## src/pkg/rci_defines.svh

```systemverilog
`ifndef RCI_DEFINES_SVH
`define RCI_DEFINES_SVH

// Debounce and degas timing
`define RCI_CLK_HZ 125000000
`define RCI_DEBOUNCE_MS 50
`define RCI_DEGAS_MIN 3
`define RCI_DEBOUNCE_CYC ((`RCI_CLK_HZ / 1000) * `RCI_DEBOUNCE_MS)
`define RCI_DEGAS_CYC (64'(`RCI_CLK_HZ) * 60 * `RCI_DEGAS_MIN)

// Line positions in the synchronised input vector
`define RCI_LN_DEGAS 0
`define RCI_LN_LOCKOUT 1
`define RCI_LN_KEYINH 2
`define RCI_LN_LOGCLR 3
`define RCI_LN_GATE 4
`define RCI_LN_FILREQ 5
`define RCI_LN_PANEL 6
`define RCI_NLINES 7

// Unconnected lines read high, so all lines idle high
`define RCI_LINES_IDLE 7'h7f

`endif

```

## src/pkg/rci_pkg.sv

```systemverilog
package rci_pkg;

  typedef logic [6:0] rci_lines_t;

  // Front panel and host requests that the block filters
  typedef struct packed {
    logic fil_on_key;
    logic fil_off_key;
    logic mult_on_key;
    logic mult_off_key;
    logic power_key;
    logic touch;
    logic fil_on_host;
  } rci_panel_s;

  // Filtered requests toward the controller
  typedef struct packed {
    logic fil_on_key;
    logic fil_off_key;
    logic mult_on_key;
    logic mult_off_key;
    logic power_key;
    logic touch;
    logic fil_on_host;
  } rci_grant_s;

  typedef enum logic [1:0] {
    RCI_DG_IDLE,
    RCI_DG_RUN
  } rci_degas_e;

endpackage

```

## src/logic/rci_remote_ctrl.sv

```systemverilog
`timescale 1ns/100ps
`default_nettype none
`include "rci_defines.svh"

// What this block does
// - Degas starts on validated falling request edge
// - Degas needs filament on, gate low, lockout high
// - Degas ends itself after three minutes
// - Degas ends on release, filament off, lockout
// - Lockout low forces filament off, refuses on
// - Lockout high allows normal filament operation
// - Lockout level acts after 50 ms stable
// - Keypad inhibit blocks on keys, not off
// - Keypad inhibit never touches power button
// - Keypad inhibit needs no prerequisites
// - Validated log clear fall clears data log
// - Remote gate high ignores degas, filament, lockout
// - Unconnected gate reads high, remote disabled
// - Validated filament request fall turns filament on
// - Validated filament request rise turns filament off
// - Panel lock low ignores all panel input
// - Panel lock high allows normal panel use
// - Edge valid after full stable debounce time
module rci_remote_ctrl #(
  parameter int unsigned DEB_CYC = `RCI_DEBOUNCE_CYC,
  parameter longint unsigned DEGAS_CYC = `RCI_DEGAS_CYC
) (
  // Clock, reset, enable
  input wire logic ref_clk_i,
  input wire logic rst_i,
  input wire logic ce_i,
  // Active-low remote lines from the connector
  input wire rci_pkg::rci_lines_t lines_n_i,
  // Controller state and panel or host requests
  input wire logic filament_on_i,
  input wire rci_pkg::rci_panel_s panel_i,
  // Filtered requests toward the controller
  output rci_pkg::rci_grant_s grant_o,
  // Remote actions, one-cycle pulses; fil_off_o repeats every cycle under lockout while filament is on
  output logic degas_start_o,
  output logic degas_stop_o,
  output logic fil_on_o,
  output logic fil_off_o,
  output logic log_clear_o,
  // Level flags
  output logic degas_active_o,
  output logic fil_locked_o,
  output logic keypad_inhibit_o,
  output logic panel_locked_o,
  output logic remote_enabled_o
);
  import rci_pkg::*;

  rci_lines_t lvl;
  rci_lines_t rise;
  rci_lines_t fall;

  // One filter per line; all lines share the debounce time
  for (genvar g = 0; g < `RCI_NLINES; g++)
  begin : g_line
    rci_debounce #(
      .DEB_CYC(DEB_CYC)
    ) u_deb (
      .ref_clk_i(ref_clk_i),
      .rst_i(rst_i),
      .ce_i(ce_i),
      .pin_i(lines_n_i[g]),
      .level_o(lvl[g]),
      .rise_o(rise[g]),
      .fall_o(fall[g])
    );
  end

  typedef struct packed {
    rci_degas_e dg;
    logic dg_act;
    logic [63:0] dg_cnt;
    rci_grant_s grant;
    logic dg_start;
    logic dg_stop;
    logic fil_on;
    logic fil_off;
    logic log_clr;
    logic locked;
    logic keyinh;
    logic panel;
    logic remote;
  } rci_st_s;

  rci_st_s st_r;
  rci_st_s st_nxt;

  logic remote_ok;
  logic lock_eff;
  logic dg_ok;
  logic dg_end;

  // Remote edges count only while the gate is low; gated edges are lost, not replayed
  function automatic logic remote_edge(input logic gate_ok, input logic edge_seen);
    return gate_ok & edge_seen;
  endfunction

  // Gate high (also when unconnected) masks the remote functions
  assign remote_ok = ~lvl[`RCI_LN_GATE];
  // Lockout is honoured only while remote is enabled; high means normal
  assign lock_eff = remote_ok & ~lvl[`RCI_LN_LOCKOUT];
  assign dg_ok = filament_on_i & remote_ok & lvl[`RCI_LN_LOCKOUT];

  // Ending causes for a running degas
  always_comb
  begin
    dg_end = 1'b0;
    if (st_r.dg_cnt >= DEGAS_CYC - 64'h1)
    begin
      dg_end = 1'b1;
    end
    if (!filament_on_i || lock_eff || st_r.fil_off)
    begin
      dg_end = 1'b1;
    end
    if (remote_edge(remote_ok, rise[`RCI_LN_DEGAS]))
    begin
      dg_end = 1'b1;
    end
  end

  // Next state of actions, flags and the request filter
  always_comb
  begin
    st_nxt = st_r;
    st_nxt.dg_start = 1'b0;
    st_nxt.dg_stop = 1'b0;
    st_nxt.fil_on = 1'b0;
    st_nxt.fil_off = 1'b0;
    st_nxt.log_clr = fall[`RCI_LN_LOGCLR];
    st_nxt.remote = remote_ok;
    st_nxt.locked = lock_eff;
    st_nxt.keyinh = ~lvl[`RCI_LN_KEYINH];
    st_nxt.panel = ~lvl[`RCI_LN_PANEL];
    // Filament request edges
    if (remote_edge(remote_ok, fall[`RCI_LN_FILREQ]) && lvl[`RCI_LN_LOCKOUT])
    begin
      st_nxt.fil_on = 1'b1;
    end
    if (remote_edge(remote_ok, rise[`RCI_LN_FILREQ]) || (lock_eff && filament_on_i))
    begin
      st_nxt.fil_off = 1'b1;
    end
    // Degas sequence
    unique case (st_r.dg)
      RCI_DG_IDLE:
      begin
        st_nxt.dg_cnt = 64'h0;
        if (fall[`RCI_LN_DEGAS] && dg_ok)
        begin
          st_nxt.dg = RCI_DG_RUN;
          st_nxt.dg_start = 1'b1;
        end
      end
      RCI_DG_RUN:
      begin
        st_nxt.dg_cnt = st_r.dg_cnt + 64'h1;
        if (dg_end)
        begin
          st_nxt.dg = RCI_DG_IDLE;
          st_nxt.dg_stop = 1'b1;
        end
      end
      default:
      begin
        st_nxt.dg = RCI_DG_IDLE;
      end
    endcase
    // Registered copy of the run state so the output needs no decode
    st_nxt.dg_act = (st_nxt.dg == RCI_DG_RUN);
    // Panel and host request filter; panel lock wins over keypad inhibit
    st_nxt.grant = panel_i;
    if (~lvl[`RCI_LN_PANEL])
    begin
      st_nxt.grant.fil_on_key = 1'b0;
      st_nxt.grant.fil_off_key = 1'b0;
      st_nxt.grant.mult_on_key = 1'b0;
      st_nxt.grant.mult_off_key = 1'b0;
      st_nxt.grant.power_key = 1'b0;
      st_nxt.grant.touch = 1'b0;
    end
    else if (~lvl[`RCI_LN_KEYINH])
    begin
      // Off keys and power stay usable
      st_nxt.grant.fil_on_key = 1'b0;
      st_nxt.grant.mult_on_key = 1'b0;
    end
    if (lock_eff)
    begin
      st_nxt.grant.fil_on_key = 1'b0;
      st_nxt.grant.fil_on_host = 1'b0;
    end
  end

  // Single register stage; all outputs come from here
  always_ff @(posedge ref_clk_i)
  begin
    if (rst_i)
    begin
      st_r <= '0;
    end
    else if (ce_i)
    begin
      st_r <= st_nxt;
    end
  end

  assign grant_o = st_r.grant;
  assign degas_start_o = st_r.dg_start;
  assign degas_stop_o = st_r.dg_stop;
  assign fil_on_o = st_r.fil_on;
  assign fil_off_o = st_r.fil_off;
  assign log_clear_o = st_r.log_clr;
  assign degas_active_o = st_r.dg_act;
  assign fil_locked_o = st_r.locked;
  assign keypad_inhibit_o = st_r.keyinh;
  assign panel_locked_o = st_r.panel;
  assign remote_enabled_o = st_r.remote;

  chk_degas_prereq: assert property (@(posedge ref_clk_i) disable iff (rst_i)
    degas_start_o |-> $past(filament_on_i) && $past(remote_ok) && $past(lvl[`RCI_LN_LOCKOUT]))
  else $error("degas started without prerequisites");
  chk_degas_edge: assert property (@(posedge ref_clk_i) disable iff (rst_i)
    degas_start_o |-> $past(fall[`RCI_LN_DEGAS]))
  else $error("degas started without a validated falling edge");
  chk_degas_lock: assert property (@(posedge ref_clk_i) disable iff (rst_i)
    (ce_i && degas_active_o && lock_eff) |=> !degas_active_o)
  else $error("degas kept running under lockout");
  chk_gate_blocks: assert property (@(posedge ref_clk_i) disable iff (rst_i)
    (ce_i && !remote_ok) |=> !fil_on_o && !degas_start_o)
  else $error("remote action taken while gate high");
  chk_lock_host: assert property (@(posedge ref_clk_i) disable iff (rst_i)
    (ce_i && lock_eff) |=> !grant_o.fil_on_host && !grant_o.fil_on_key)
  else $error("filament on granted under lockout");
  chk_keyinh_off: assert property (@(posedge ref_clk_i) disable iff (rst_i)
    (ce_i && lvl[`RCI_LN_PANEL] && panel_i.fil_off_key) |=> grant_o.fil_off_key)
  else $error("filament off key blocked");
  chk_power_key: assert property (@(posedge ref_clk_i) disable iff (rst_i)
    (ce_i && lvl[`RCI_LN_PANEL]) |=> grant_o.power_key == $past(panel_i.power_key))
  else $error("power key altered by keypad inhibit");
  chk_panel_lock: assert property (@(posedge ref_clk_i) disable iff (rst_i)
    (ce_i && !lvl[`RCI_LN_PANEL]) |=> !grant_o.power_key && !grant_o.touch)
  else $error("panel input passed while locked");
  chk_log_clear: assert property (@(posedge ref_clk_i) disable iff (rst_i)
    (ce_i && fall[`RCI_LN_LOGCLR]) |=> log_clear_o ##1 (!log_clear_o || $past(fall[3])))
  else $error("log clear pulse wrong");

  // Degas timing, lockout and key masking
  chk_degas_timeout: assert property (@(posedge ref_clk_i) disable iff (rst_i)
    (ce_i && degas_active_o && st_r.dg_cnt >= DEGAS_CYC - 64'h1) |=> !degas_active_o)
  else $error("degas ran past its period");
  chk_start_pulse: assert property (@(posedge ref_clk_i) disable iff (rst_i)
    (ce_i && degas_start_o) |=> !degas_start_o)
  else $error("degas start longer than one cycle");
  chk_stop_pulse: assert property (@(posedge ref_clk_i) disable iff (rst_i)
    (ce_i && degas_stop_o) |=> !degas_stop_o)
  else $error("degas stop longer than one cycle");
  chk_lock_filoff: assert property (@(posedge ref_clk_i) disable iff (rst_i)
    (ce_i && lock_eff && filament_on_i) |=> fil_off_o)
  else $error("filament not switched off under lockout");
  chk_lock_refuse: assert property (@(posedge ref_clk_i) disable iff (rst_i)
    (ce_i && lock_eff) |=> !fil_on_o)
  else $error("remote filament on accepted under lockout");
  chk_keyinh_mult: assert property (@(posedge ref_clk_i) disable iff (rst_i)
    (ce_i && !lvl[`RCI_LN_KEYINH]) |=> !grant_o.mult_on_key && !grant_o.fil_on_key)
  else $error("on key passed while keypad inhibited");
  chk_panel_free: assert property (@(posedge ref_clk_i) disable iff (rst_i)
    (ce_i && lvl[`RCI_LN_PANEL] && lvl[`RCI_LN_KEYINH] && !lock_eff)
    |=> grant_o == $past(panel_i))
  else $error("panel input altered while free");

  // Level flags track the filtered lines one cycle later; state holds while ce_i is low
  chk_remote_flag: assert property (@(posedge ref_clk_i) disable iff (rst_i)
    ce_i |=> remote_enabled_o == $past(remote_ok))
  else $error("remote enabled flag wrong");
  chk_locked_flag: assert property (@(posedge ref_clk_i) disable iff (rst_i)
    ce_i |=> fil_locked_o == $past(lock_eff))
  else $error("filament locked flag wrong");
  chk_keyinh_flag: assert property (@(posedge ref_clk_i) disable iff (rst_i)
    ce_i |=> keypad_inhibit_o == !$past(lvl[`RCI_LN_KEYINH]))
  else $error("keypad inhibit flag wrong");
  chk_panel_flag: assert property (@(posedge ref_clk_i) disable iff (rst_i)
    ce_i |=> panel_locked_o == !$past(lvl[`RCI_LN_PANEL]))
  else $error("panel locked flag wrong");
  chk_ce_freeze: assert property (@(posedge ref_clk_i) disable iff (rst_i)
    !ce_i |=> $stable(grant_o) && $stable(degas_active_o) && $stable(fil_locked_o))
  else $error("state moved while clock enable low");

  // Main scenarios the bench must reach
  cov_degas_run: cover property (@(posedge ref_clk_i) degas_start_o);
  cov_degas_stop: cover property (@(posedge ref_clk_i) degas_stop_o);
  cov_fil_on: cover property (@(posedge ref_clk_i) fil_on_o);
  cov_log_clear: cover property (@(posedge ref_clk_i) log_clear_o);
  cov_lockout_off: cover property (@(posedge ref_clk_i) fil_locked_o && fil_off_o);

endmodule
`default_nettype wire

```

## src/logic/rci_debounce.sv

```systemverilog
`timescale 1ns/100ps
`default_nettype none
`include "rci_defines.svh"

// Two-stage synchroniser plus stable-time filter for one line
module rci_debounce #(
  parameter int unsigned DEB_CYC = `RCI_DEBOUNCE_CYC
) (
  // Clock, reset, enable
  input wire logic ref_clk_i,
  input wire logic rst_i,
  input wire logic ce_i,
  // Raw pin and filtered result
  input wire logic pin_i,
  output logic level_o,
  output logic rise_o,
  output logic fall_o
);
  import rci_pkg::*;

  typedef struct packed {
    logic s1;
    logic s2;
    logic lvl;
    logic rise;
    logic fall;
    logic [31:0] cnt;
  } rci_deb_s;

  rci_deb_s st_r;
  rci_deb_s st_nxt;

  // Count only while the synced line differs from the accepted level
  always_comb
  begin
    st_nxt = st_r;
    st_nxt.rise = 1'b0;
    st_nxt.fall = 1'b0;
    st_nxt.s1 = pin_i;
    st_nxt.s2 = st_r.s1;
    if (st_r.s2 == st_r.lvl)
    begin
      st_nxt.cnt = 32'h0;
    end
    else if (st_r.cnt >= 32'(DEB_CYC - 1))
    begin
      // New level held for the full debounce time
      st_nxt.cnt = 32'h0;
      st_nxt.lvl = st_r.s2;
      st_nxt.rise = st_r.s2;
      st_nxt.fall = ~st_r.s2;
    end
    else
    begin
      st_nxt.cnt = st_r.cnt + 32'h1;
    end
  end

  // Idle high matches an unconnected line
  always_ff @(posedge ref_clk_i)
  begin
    if (rst_i)
    begin
      st_r <= '{s1: 1'b1, s2: 1'b1, lvl: 1'b1, rise: 1'b0, fall: 1'b0, cnt: 32'h0};
    end
    else if (ce_i)
    begin
      st_r <= st_nxt;
    end
  end

  assign level_o = st_r.lvl;
  assign rise_o = st_r.rise;
  assign fall_o = st_r.fall;

  chk_level_stable: assert property (@(posedge ref_clk_i) disable iff (rst_i)
    (ce_i && st_r.lvl != $past(st_r.lvl)) |-> $past(st_r.s2) == st_r.lvl)
  else $error("debounced level changed to a value not seen on the line");

endmodule
`default_nettype wire

```

## config.mk

```make
export PLATFORM = sky130hd
export DESIGN_NAME = rci_remote_ctrl
export DESIGN_NICKNAME = d
export VERILOG_FILES = /design/src/pkg/rci_pkg.sv /design/src/logic/rci_remote_ctrl.sv /design/src/logic/rci_debounce.sv
export VERILOG_INCLUDE_DIRS = /design/src /design/src/pkg
export SDC_FILE = /design/constraint.sdc
export NUM_CORES = 1
export LEC_CHECK = 0
export ABC_AREA = 1
export BUFFER_PORTS_ARGS = -buffer_cell sky130_fd_sc_hd__buf_2
export CAP_MARGIN = 20
export CORE_AREA = 2 2 190 192
export CTS_BUF_LIST = sky130_fd_sc_hd__clkbuf_8 sky130_fd_sc_hd__clkbuf_16
export DETAILED_ROUTE_END_ITERATION = 12
export DIE_AREA = 0 0 192 194
export PLACE_DENSITY = 0.65
export SYNTH_ARGS = -nofsm -noshare
export SYNTH_HDL_FRONTEND = slang
export SYNTH_SLANG_ARGS = --single-unit
export TNS_END_PERCENT = 5
```

## constraint.sdc

```tcl
create_clock -name ref_clk_i -period 4.4 [get_ports ref_clk_i]
set_input_delay 0.88 -clock ref_clk_i [delete_from_list [all_inputs] [get_ports ref_clk_i]]
set_output_delay 0.88 -clock ref_clk_i [all_outputs]
set_load 0.01 [all_outputs]
```

# [Yosys cells after proc, flatten, opt, wreduce, memory -nomap -nowiden]
# Cells that the tools add are included.
[word_totals] regBits=333 in_bits=18
[op_classes] add_sub_neg=8 magnitude_cmp=8 eq_ne=9 n_mux=41 bitwise_logic=20 n_reduce_logical=17
[op_table] op="$mux 32" n=14
[op_table] op="$add 32x1->32 const B" n=7
[op_table] op="$ge 32x23->1 const B" n=7
[op_table] op="$pmux 64 s2" n=1
[op_table] op="$add 64x1->64 const B" n=1
[op_table] op="$ge 64x35->1 const B" n=1
[op_table] op="$reduce_and 3->1" n=7
[op_table] op="$mux 1" n=18
[op_table] op="$not 1->1" n=14
[op_table] op="$mux 2" n=6
[op_table] op="$eq 1x1->1" n=7
[op_table] op="$and 1x1->1" n=6
[op_table] op="$eq 2x1->1 const B" n=2
[op_table] op="$pmux 2 s2" n=1
[op_table] op="$logic_and 1x1->1" n=3
[op_table] op="$logic_or 1x1->1" n=3
[op_table] op="$mux 3" n=1
[op_table] op="$logic_not 2->1" n=1
[op_table] op="$reduce_and 2->1" n=1
[op_table] op="$reduce_bool 2->1" n=1
[op_table] op="$logic_not 1->1" n=1

# [Longest topological paths before layout]
# Gate-level depths: netlist of run 1.
[logic_depth] ltp_word=9 ltp_mapped=14 ltp_nobuf=14

# [By module]
# A second synthesis of run 1 with hierarchy kept.
[hier_totals] cells_unflattened=3062 area_unflattened_um2=19890.3
[modules_own_cells] module="rci_debounce" n_inst=7 cells_per_inst=316 area_each_um2=2097.0 seq_area_each_um2=740.7
[modules_own_cells] module="rci_remote_ctrl" n_inst=1 cells_per_inst=850 area_each_um2=5211.2 seq_area_each_um2=1661.6

# [Least setup slack after synthesis of run 1]
# No wires, ideal clock.
[synth_path] kind="input-to-reg" start="input port rst_i" end="register g_line[0].u_deb.st_r (netlist bit g_line[0].u_deb.level_o)" setup_time_ps=134 t_arrival_ps=1818 t_required_ps=4266 slack_ps=2449 path_stages=5 cell_sequence="clkbuf_1 -> inv_1 -> clkbuf_1 -> buf_1 -> nand3_1"
[synth_rtl] element="start, declared" line_no="rci_remote_ctrl.sv:30" source="input wire logic rst_i,"
[synth_rtl] element="end signal, assigned" line_no="rci_debounce.sv:64" source="st_r <= '{s1: 1'b1, s2: 1'b1, lvl: 1'b1, rise: 1'b0, fall: 1'b0, cnt: 32'h0};"
[synth_rtl] element="end signal, assigned" line_no="rci_debounce.sv:68" source="st_r <= st_nxt;"
[synth_rtl] element="end, declared" line_no="rci_debounce.sv:30" source="rci_deb_s st_r;"
# No word-level cell between the ends.

# [Final worst setup path of run 1]
[layout_path] start="input port ce_i" end="register st_r[28] in the netlist's numbering"
[layout_via] elab_chain_cells=1
[layout_rtl] element="start, declared" line_no="rci_remote_ctrl.sv:31" source="input wire logic ce_i,"
[layout_rtl] element="$reduce_and 2->1 (no line)"
[layout_rtl] element="end signal, assigned" line_no="rci_remote_ctrl.sv:209" source="st_r <= st_nxt;"
[layout_rtl] element="end, declared" line_no="rci_remote_ctrl.sv:90" source="rci_st_s st_r;"
# Every way passes these cells.
# A chain may end at the register's enable or synchronous reset.

==> results.py, run 1 <==
metrics = {
    "yosys": {
        "yosys_warnings": 0,
        "syn_inst": 2639,
        "synth-seq-cells": 333,
        "ys_async_sr_fraction": 0,
        "synth.cell_area_um2": 17300,
        "yosysSeqAreaShare": 0.385,
        "syn_nets": 2665,
        "ys.flop_type": "dfxtp_1",
        "synth-edff-count": 0,
        "syn_area_per_cell_um2": 6.56,
        "yosys.cell_types.count": 55,
    },
    "worst_setup_path": {
        "cp_slowest_cell": "o21ai_2",
        "r2r_cells": 6,
        "worst_setup_path_start_kind": "input pin",
        "r2r-start": "st_r[82]$_SDFFE_PP0P_",
        "cp_top_family": "compound AO/OA/AOI/OAI gates",
        "reg2reg_to": "st_r[28]$_SDFFE_PP0P_",
        "crit_required_ns": 4.83,
        "crit_buf_inv": 2,
        "critical_path.max_stage_delay_ns": 0.91,
        "crit_fanout": 36,
        "regToRegSetupSlack_ns": 1.70,
        "path_class": "input pin to flop",
        "arrival_ns": 3.16,
        "endpoint_kind": "flop",
        "crit_chain": "buf_2 > nand2_1 > o21ai_2 > inv_2 > o21ai_0 > a22oi_1",
    },
    "hold_path": {
        "hold_path.class": "flop to flop",
        "whs_endpoint": "g_line[6].u_deb.st_r[28]$_SDFFE_PP0P_",
        "whs_path_depth": 2,
        "holdCritStartpoint": "g_line[6].u_deb.st_r[28]$_SDFFE_PP0P_",
    },
    "power": {
        "power_frac_comb": 0.032,
        "swShare": 0.226,
        "p_clk_frac": 0.505,
        "internal_power_mw": 5.10,
        "vdd_ir_drop_max_mv": 0.329,
        "switchingPower_mw": 1.49,
        "total_power_mw": 6.59,
        "p_leak_nw": 7.20,
        "p_per_area_nw_per_um2": 344,
        "power_frac_seq": 0.463,
    },
    "cells_and_area": {
        "area_growth_pct": 10.7,
        "utilization": 0.544,
        "antenna_cells": 0,
        "nets": 2673,
        "layout-drive-gt1-share": 0.0672,
    },
    "clocking": {
        "cts_root_buf": "clkbuf_16",
        "cts_setup_buffers": 0,
        "cts_max_path_buffers": 3,
        "cts_hold_buf": 0,
        "htreeDepth": 2,
        "clock_sinks": 333,
        "cts_tree": "yes",
        "cts_resized": 0,
        "clk_pin_slew_worst_paths_ns": 0.06,
        "cts_buffers": 39,
        "clk_latency_ns": 0.55,
    },
    "sta": {
        "setup_slack_ns": 1.67,
        "timing.final.crit_share": 0.620,
        "max_slew_margin": 0.321,
        "tns_ns": 0,
        "skew_ns": 0.00910,
        "hold_viol": 0,
        "tightest_slew_ns": 1.02,
        "whs_ns": 0.433,
        "setup_viol": 0,
        "rsz0062_at_grt": "false",
        "min_period_ns": 2.73,
        "slew_viol_final": 0,
        "max_freq_mhz": 367,
    },
    "grt": {
        "grt_pass1_vias": 15591,
        "overflow": 0,
        "grt_max_degree": 87,
        "antenna_found_initial": 1,
        "grtUsageTotal": 0.240,
        "grt_pass1_wl_um": 74700,
    },
    "floorplan": {
        "row_count": 69,
        "die_y_um": 194,
        "ios": 35,
        "die_w_um": 192,
        "coreArea_um2": 35200,
        "initial_core_util": 0.492,
        "die_area_um2": 37200,
    },
    "routing": {
        "via_per_inst": 5.34,
        "drtAntennaViolNets": 0,
        "wl_per_cell_um": 14.1,
        "via_count": 16748,
        "route.detailed.drc": 0,
        "routed_wl_um": 44400,
        "first_pass_iters": 7,
        "drt_first_iter_violations": 1098,
    },
    "placement": {
        "portBuffers": 34,
        "dp_slack_ns": 1.14,
        "gp_congestion": 0.897,
        "dp_hpwl_um": 30300,
    },
    "flow_run": {
        "max_cap_violations": 0,
    },
    "outcome": {
        "status": "complete, no violations",
    },
}
synthesized netlist by cell type, types with 8 or more instances:
cell | count | share of area
nand2_2 | 8 | 0.0029
nand3b_1 | 11 | 0.0048
dfxtp_1 | 333 | 0.38
ha_1 | 8 | 0.0058
o21ai_1 | 21 | 0.0061
o21ai_0 | 152 | 0.044
buf_1 | 21 | 0.0046
nand2_1 | 636 | 0.14
nor2_1 | 364 | 0.079
nor4_1 | 9 | 0.0033
o21a_1 | 8 | 0.0035
nand3_1 | 192 | 0.055
xor2_1 | 31 | 0.016
a21oi_1 | 109 | 0.032
buf_2 | 13 | 0.0038
nor2_4 | 11 | 0.0072
clkbuf_1 | 35 | 0.0076
nor3_1 | 96 | 0.028
o22ai_1 | 56 | 0.020
xnor2_1 | 12 | 0.0061
nor2_2 | 12 | 0.0043
inv_1 | 329 | 0.071
inv_2 | 10 | 0.0022
nand4_1 | 81 | 0.029
area by class of cell:
cell class | instances | area, um2
Clock buffer | 47 | 1100
Clock inverter | 24 | 235
Fill cell | 3526 | 16100
Inverter | 344 | 1290
Multi-Input combinational cell | 1886 | 9040
Sequential cell | 333 | 6670
Tap cell | 461 | 577
Timing Repair Buffer | 43 | 253
power groups by stage:
stage          Sequential (mW)  Clock, mW  Combinational, mW
5_1_grt                   3.05       3.53              0.234
6_report                  3.05       3.32              0.213
3_3_place_gp              3.11          0              0.211
3_5_place_dp              3.11          0              0.214
4_1_cts                   3.05       3.40              0.215
2_1_floorplan             3.11          0              0.146
state kept, by name (all words and copies together), names as in the netlist:
register and flops:
degas_stop_o 1, g_line.u_deb.st_nxt 7, log_clear_o 1, remote_enabled_o 1
degas_start_o 1, fil_off_o 1, g_line.u_deb.fall_o 3, fil_on_o 1
st_r 66, fil_locked_o 1, grant_o 7, g_line.u_deb.st_r 231
degas_active_o 1, g_line.u_deb.level_o 7, keypad_inhibit_o 1, g_line.u_deb.rise_o 2
panel_locked_o 1
cells in the final DEF (no fill, tap or decap), drive strengths merged, types with 2 or more instances in the layout:
| cell type | netlist | final |
|---|---|---|
| nor3 | 104 | 104 |
| and2 | 2 | 2 |
| clkinvlp | 0 | 3 |
| dfxtp | 333 | 333 |
| o21ai | 174 | 174 |
| a31oi | 5 | 5 |
| o21bai | 4 | 4 |
| o31ai | 2 | 2 |
| buf | 41 | 43 |
| o21a | 8 | 8 |
| a21oi | 109 | 109 |
| bufinv | 0 | 4 |
| nor3b | 3 | 3 |
| xor2 | 31 | 31 |
| nand4 | 84 | 84 |
| o22ai | 56 | 56 |
| o211ai | 7 | 7 |
| ha | 8 | 8 |
| inv | 339 | 350 |
| and3 | 3 | 3 |
| nand3 | 200 | 200 |
| nand3b | 12 | 12 |
| xnor2 | 12 | 12 |
| nand2 | 647 | 647 |
| or2 | 4 | 4 |
| clkinv | 5 | 11 |
| a32o | 5 | 5 |
| nor2 | 389 | 389 |
| nor4 | 9 | 9 |
| clkbuf | 35 | 47 |
how the worst max path moves through the flow:
| stage | startpoint | endpoint | cells after the start |
|---|---|---|---|
| 2_1_floorplan | rst_i | g_line[0].u_deb.level_o$_SDFFE_PP1P_ | 5 |
| 3_3_place_gp | ce_i | st_r[28]$_SDFFE_PP0P_ | 6 |
| 3_5_place_dp | ce_i | st_r[28]$_SDFFE_PP0P_ | 6 |
| 4_1_cts | st_r[82]$_SDFFE_PP0P_ | st_r[23]$_SDFFE_PP0P_ | 6 |
| 5_1_grt | st_r[82]$_SDFFE_PP0P_ | st_r[28]$_SDFFE_PP0P_ | 6 |
| 6_report | ce_i | st_r[28]$_SDFFE_PP0P_ | 6 |
tightest hold or removal path: cells and delay by family (launching register included):
| family | cells | cell delay, ns |
|---|---|---|
| buf+inv | 1 | 0.06 |
| flops | 1 | 0.29 |
| simple gates | 1 | 0.04 |
layer usage:
metal,global-route usage,up-vias,share of wire
li1,-,8632,-
met1,0.321,7704,0.47
met2,0.397,345,0.46
met3,0.0333,65,0.046
met4,0.0772,2,0.024
met5,0,-,0.00029
logic make-up after synthesis:
family,Yosys count,synth area share
AO/OA/AOI/OAI,378,0.120
XOR/XNOR,43,0.0218
adder cells (fa/ha/maj),8,0.00578
buffers and inverters,420,0.0935
flip-flops,333,0.385
AND/OR/NAND/NOR,1457,0.374
through the flow:
step | std cells | instance area [um2]
2_1_floorplan | 2639 | 17300
3_3_place_gp | 3067 | 17800
3_5_place_dp | 3067 | 17800
4_1_cts | 3138 | 19200
5_1_grt | 3138 | 19200
6_report | 3138 | 19200
Note: power is estimated with default switching activity, not from simulation.
==> inputs of run 2 (changes only) <==
PLACE_DENSITY = 0.68   (was 0.65)
clock period = 2.2 ns   (was 4.4 ns; I/O delays follow)
==> results.py, run 2 (synthesis gave the netlist of run 1 again) <==
metrics = {
    "routing": {
        "via_count": 16788,
        "wl_per_cell_um": 14.0,
        "route.detailed.drc": 0,
        "via_per_inst": 5.33,
        "routed_wl_um": 44100,
        "first_pass_iters": 9,
        "drtAntennaViolNets": 0,
        "drt_first_iter_violations": 1043,
    },
    "clocking": {
        "clock_sinks": 333,
        "cts_setup_buffers": 0,
        "clk_latency_ns": 0.54,
        "cts_root_buf": "clkbuf_16",
        "cts_resized": 0,
        "cts_max_path_buffers": 3,
        "cts_buffers": 38,
        "htreeDepth": 2,
        "cts_tree": "yes",
        "cts_hold_buf": 0,
        "clk_pin_slew_worst_paths_ns": 0.06,
    },
    "cells_and_area": {
        "nets": 2689,
        "largest-register": "g_line.u_deb.st_r",
        "area_growth_pct": 11.4,
        "antenna_cells": 0,
        "layout_commonest_cell": "nand2_1",
        "layout-drive-gt1-share": 0.0730,
        "final_cell_mix": "nand2_1, nor2_1, dfxtp_1",
        "largestRegisters": "g_line.u_deb.st_r: 231 flops, st_r: 66 flops",
        "fillCellCount": 3501,
        "largest_reg_flops": 231,
        "utilization": 0.547,
        "final_area_um2": 19300,
    },
    "placement": {
        "dp_hpwl_um": 30600,
        "gp_congestion": 0.935,
        "placed_cell_area_um2": 18000,
        "dp_slack_ns": 0.178,
        "portBuffers": 34,
    },
    "worst_setup_path": {
        "crit_required_ns": 2.66,
        "reg2reg_to": "g_line[6].u_deb.st_r[1]$_SDFFE_PP0P_",
        "arrival_ns": 2.37,
        "crit_fanout": 12,
        "r2r-start": "g_line[6].u_deb.st_r[0]$_SDFFE_PP0P_",
        "endpoint_kind": "flop",
        "crit_chain": "ha_1 > nand3_1 > nand4_1 > nand3_1 > nand2_1 > a21boi_1 > nand2_1 > o21ai_0",
        "r2r_cells": 8,
        "critical_path.max_stage_delay_ns": 0.32,
        "cp_slowest_cell": "dfxtp_1",
        "regToRegSetupSlack_ns": 0.29,
        "worst_setup_path_start_kind": "flop",
        "path_class": "flop to flop",
    },
    "floorplan": {
        "die_area_um2": 37200,
        "coreArea_um2": 35200,
        "row_count": 69,
        "die_w_um": 192,
        "ios": 35,
        "die_y_um": 194,
        "initial_core_util": 0.492,
    },
    "power": {
        "swShare": 0.225,
        "p_per_area_nw_per_um2": 678,
        "p_clk_frac": 0.499,
        "p_leak_nw": 7.24,
        "vdd_ir_drop_max_mv": 0.639,
        "power_frac_seq": 0.466,
        "power_frac_comb": 0.034,
        "internal_power_mw": 10.1,
        "switchingPower_mw": 2.94,
    },
    "sta": {
        "max_slew_margin": 0.550,
        "min_period_ns": 1.91,
        "tns_ns": 0,
        "hold_viol": 0,
        "setup_viol": 0,
        "tightest_slew_ns": 0.672,
        "timing.final.crit_share": 0.867,
        "setup_slack_ns": 0.293,
        "rsz0062_at_grt": "false",
        "skew_ns": 0.0183,
        "max_freq_mhz": 525,
        "slew_viol_final": 0,
    },
    "grt": {
        "antenna_found_initial": 0,
        "grt_pass1_vias": 15751,
        "grt_max_degree": 84,
        "grtUsageTotal": 0.237,
        "grt_pass1_wl_um": 74500,
        "overflow": 0,
    },
    "flow_run": {
        "max_cap_violations": 0,
    },
    "hold_path": {
        "hold_path.class": "input pin to flop",
        "holdCritStartpoint": "lines_n_i[6]",
        "whs_endpoint": "g_line[6].u_deb.st_nxt[35]$_SDFFE_PP1P_",
        "whs_path_depth": 3,
    },
    "outcome": {
        "status": "complete, no violations",
    },
}
==> run 2: cell count changes in the layout (fill, tap and decap cells not counted), moves of 3 or more <==
cell / previous run / this run
buf_4: 9 / 23
inv_1: 337 / 331
buf_12: 1 / 4
clkbuf_8: 7 / 4
==> run 2: worst max-delay path: cells and delay by family, from the launching register on <==
kind	cells	cell delay, ns
compound gates	2	0.48
fa+ha+maj	1	0.22
flops	1	0.32
simple gates	5	0.79
==> run 2: area by class of cell <==
class                           instances  area (um2)  share of cell area
Clock inverter                         20         254              0.0132
Timing Repair Buffer                   60         418              0.0217
Clock buffer                           43        1030              0.0535
Multi-Input combinational cell       1886        9040               0.469
Inverter                              344        1290              0.0672
Sequential cell                       333        6670               0.346
Tap cell                              461         577              0.0299
==> run 2: metal layers <==
| metal | GRT usage | part of all wire |
|---|---|---|
| met3 | 0.0311 | 0.049 |
| met2 | 0.396 | 0.46 |
| met4 | 0.0625 | 0.020 |
| met1 | 0.320 | 0.47 |
| met5 | 0 | 0 |
==> run 2: worst max-delay path by stage <==
stage,startpoint,to,slack [ns],cells past startpoint
finish,g_line[6].u_deb.st_r[0]$_SDFFE_PP0P_,g_line[6].u_deb.st_r[1]$_SDFFE_PP0P_,0.29,8
global route,g_line[6].u_deb.st_r[0]$_SDFFE_PP0P_,g_line[6].u_deb.st_r[2]$_SDFFE_PP0P_,0.05,8
CTS,g_line[6].u_deb.st_r[0]$_SDFFE_PP0P_,g_line[6].u_deb.st_r[2]$_SDFFE_PP0P_,0.30,8
detailed placement,ce_i,st_r[28]$_SDFFE_PP0P_,0.18,7
global placement,ce_i,st_r[28]$_SDFFE_PP0P_,0.22,7
floorplan,st_r[16]$_SDFFE_PP0P_,st_r[56]$_SDFFE_PP0P_,0.62,12
==> run 2: through the flow <==
| stage | hold slack [ns] | power (mW) | instances |
|---|---|---|---|
| 6_report | 0.126 | 13.1 | 3147 |
| 5_1_grt | 0.119 | 13.5 | 3147 |
| 4_1_cts | 0.106 | 13.2 | 3147 |
| 3_3_place_gp | 0.422 | 6.67 | 3084 |
| 3_5_place_dp | 0.424 | 6.68 | 3084 |
| 2_1_floorplan | 0.414 | 6.51 | 2639 |
==> run 2: power by group through the flow <==
stage	registers, mW	logic [mW]	clock network [mW]
after floorplan	6.22	0.291	0
after global placement	6.23	0.447	0
after detailed placement	6.23	0.452	0
after CTS	6.10	0.453	6.67
after global routing	6.10	0.495	6.90
final	6.10	0.451	6.53
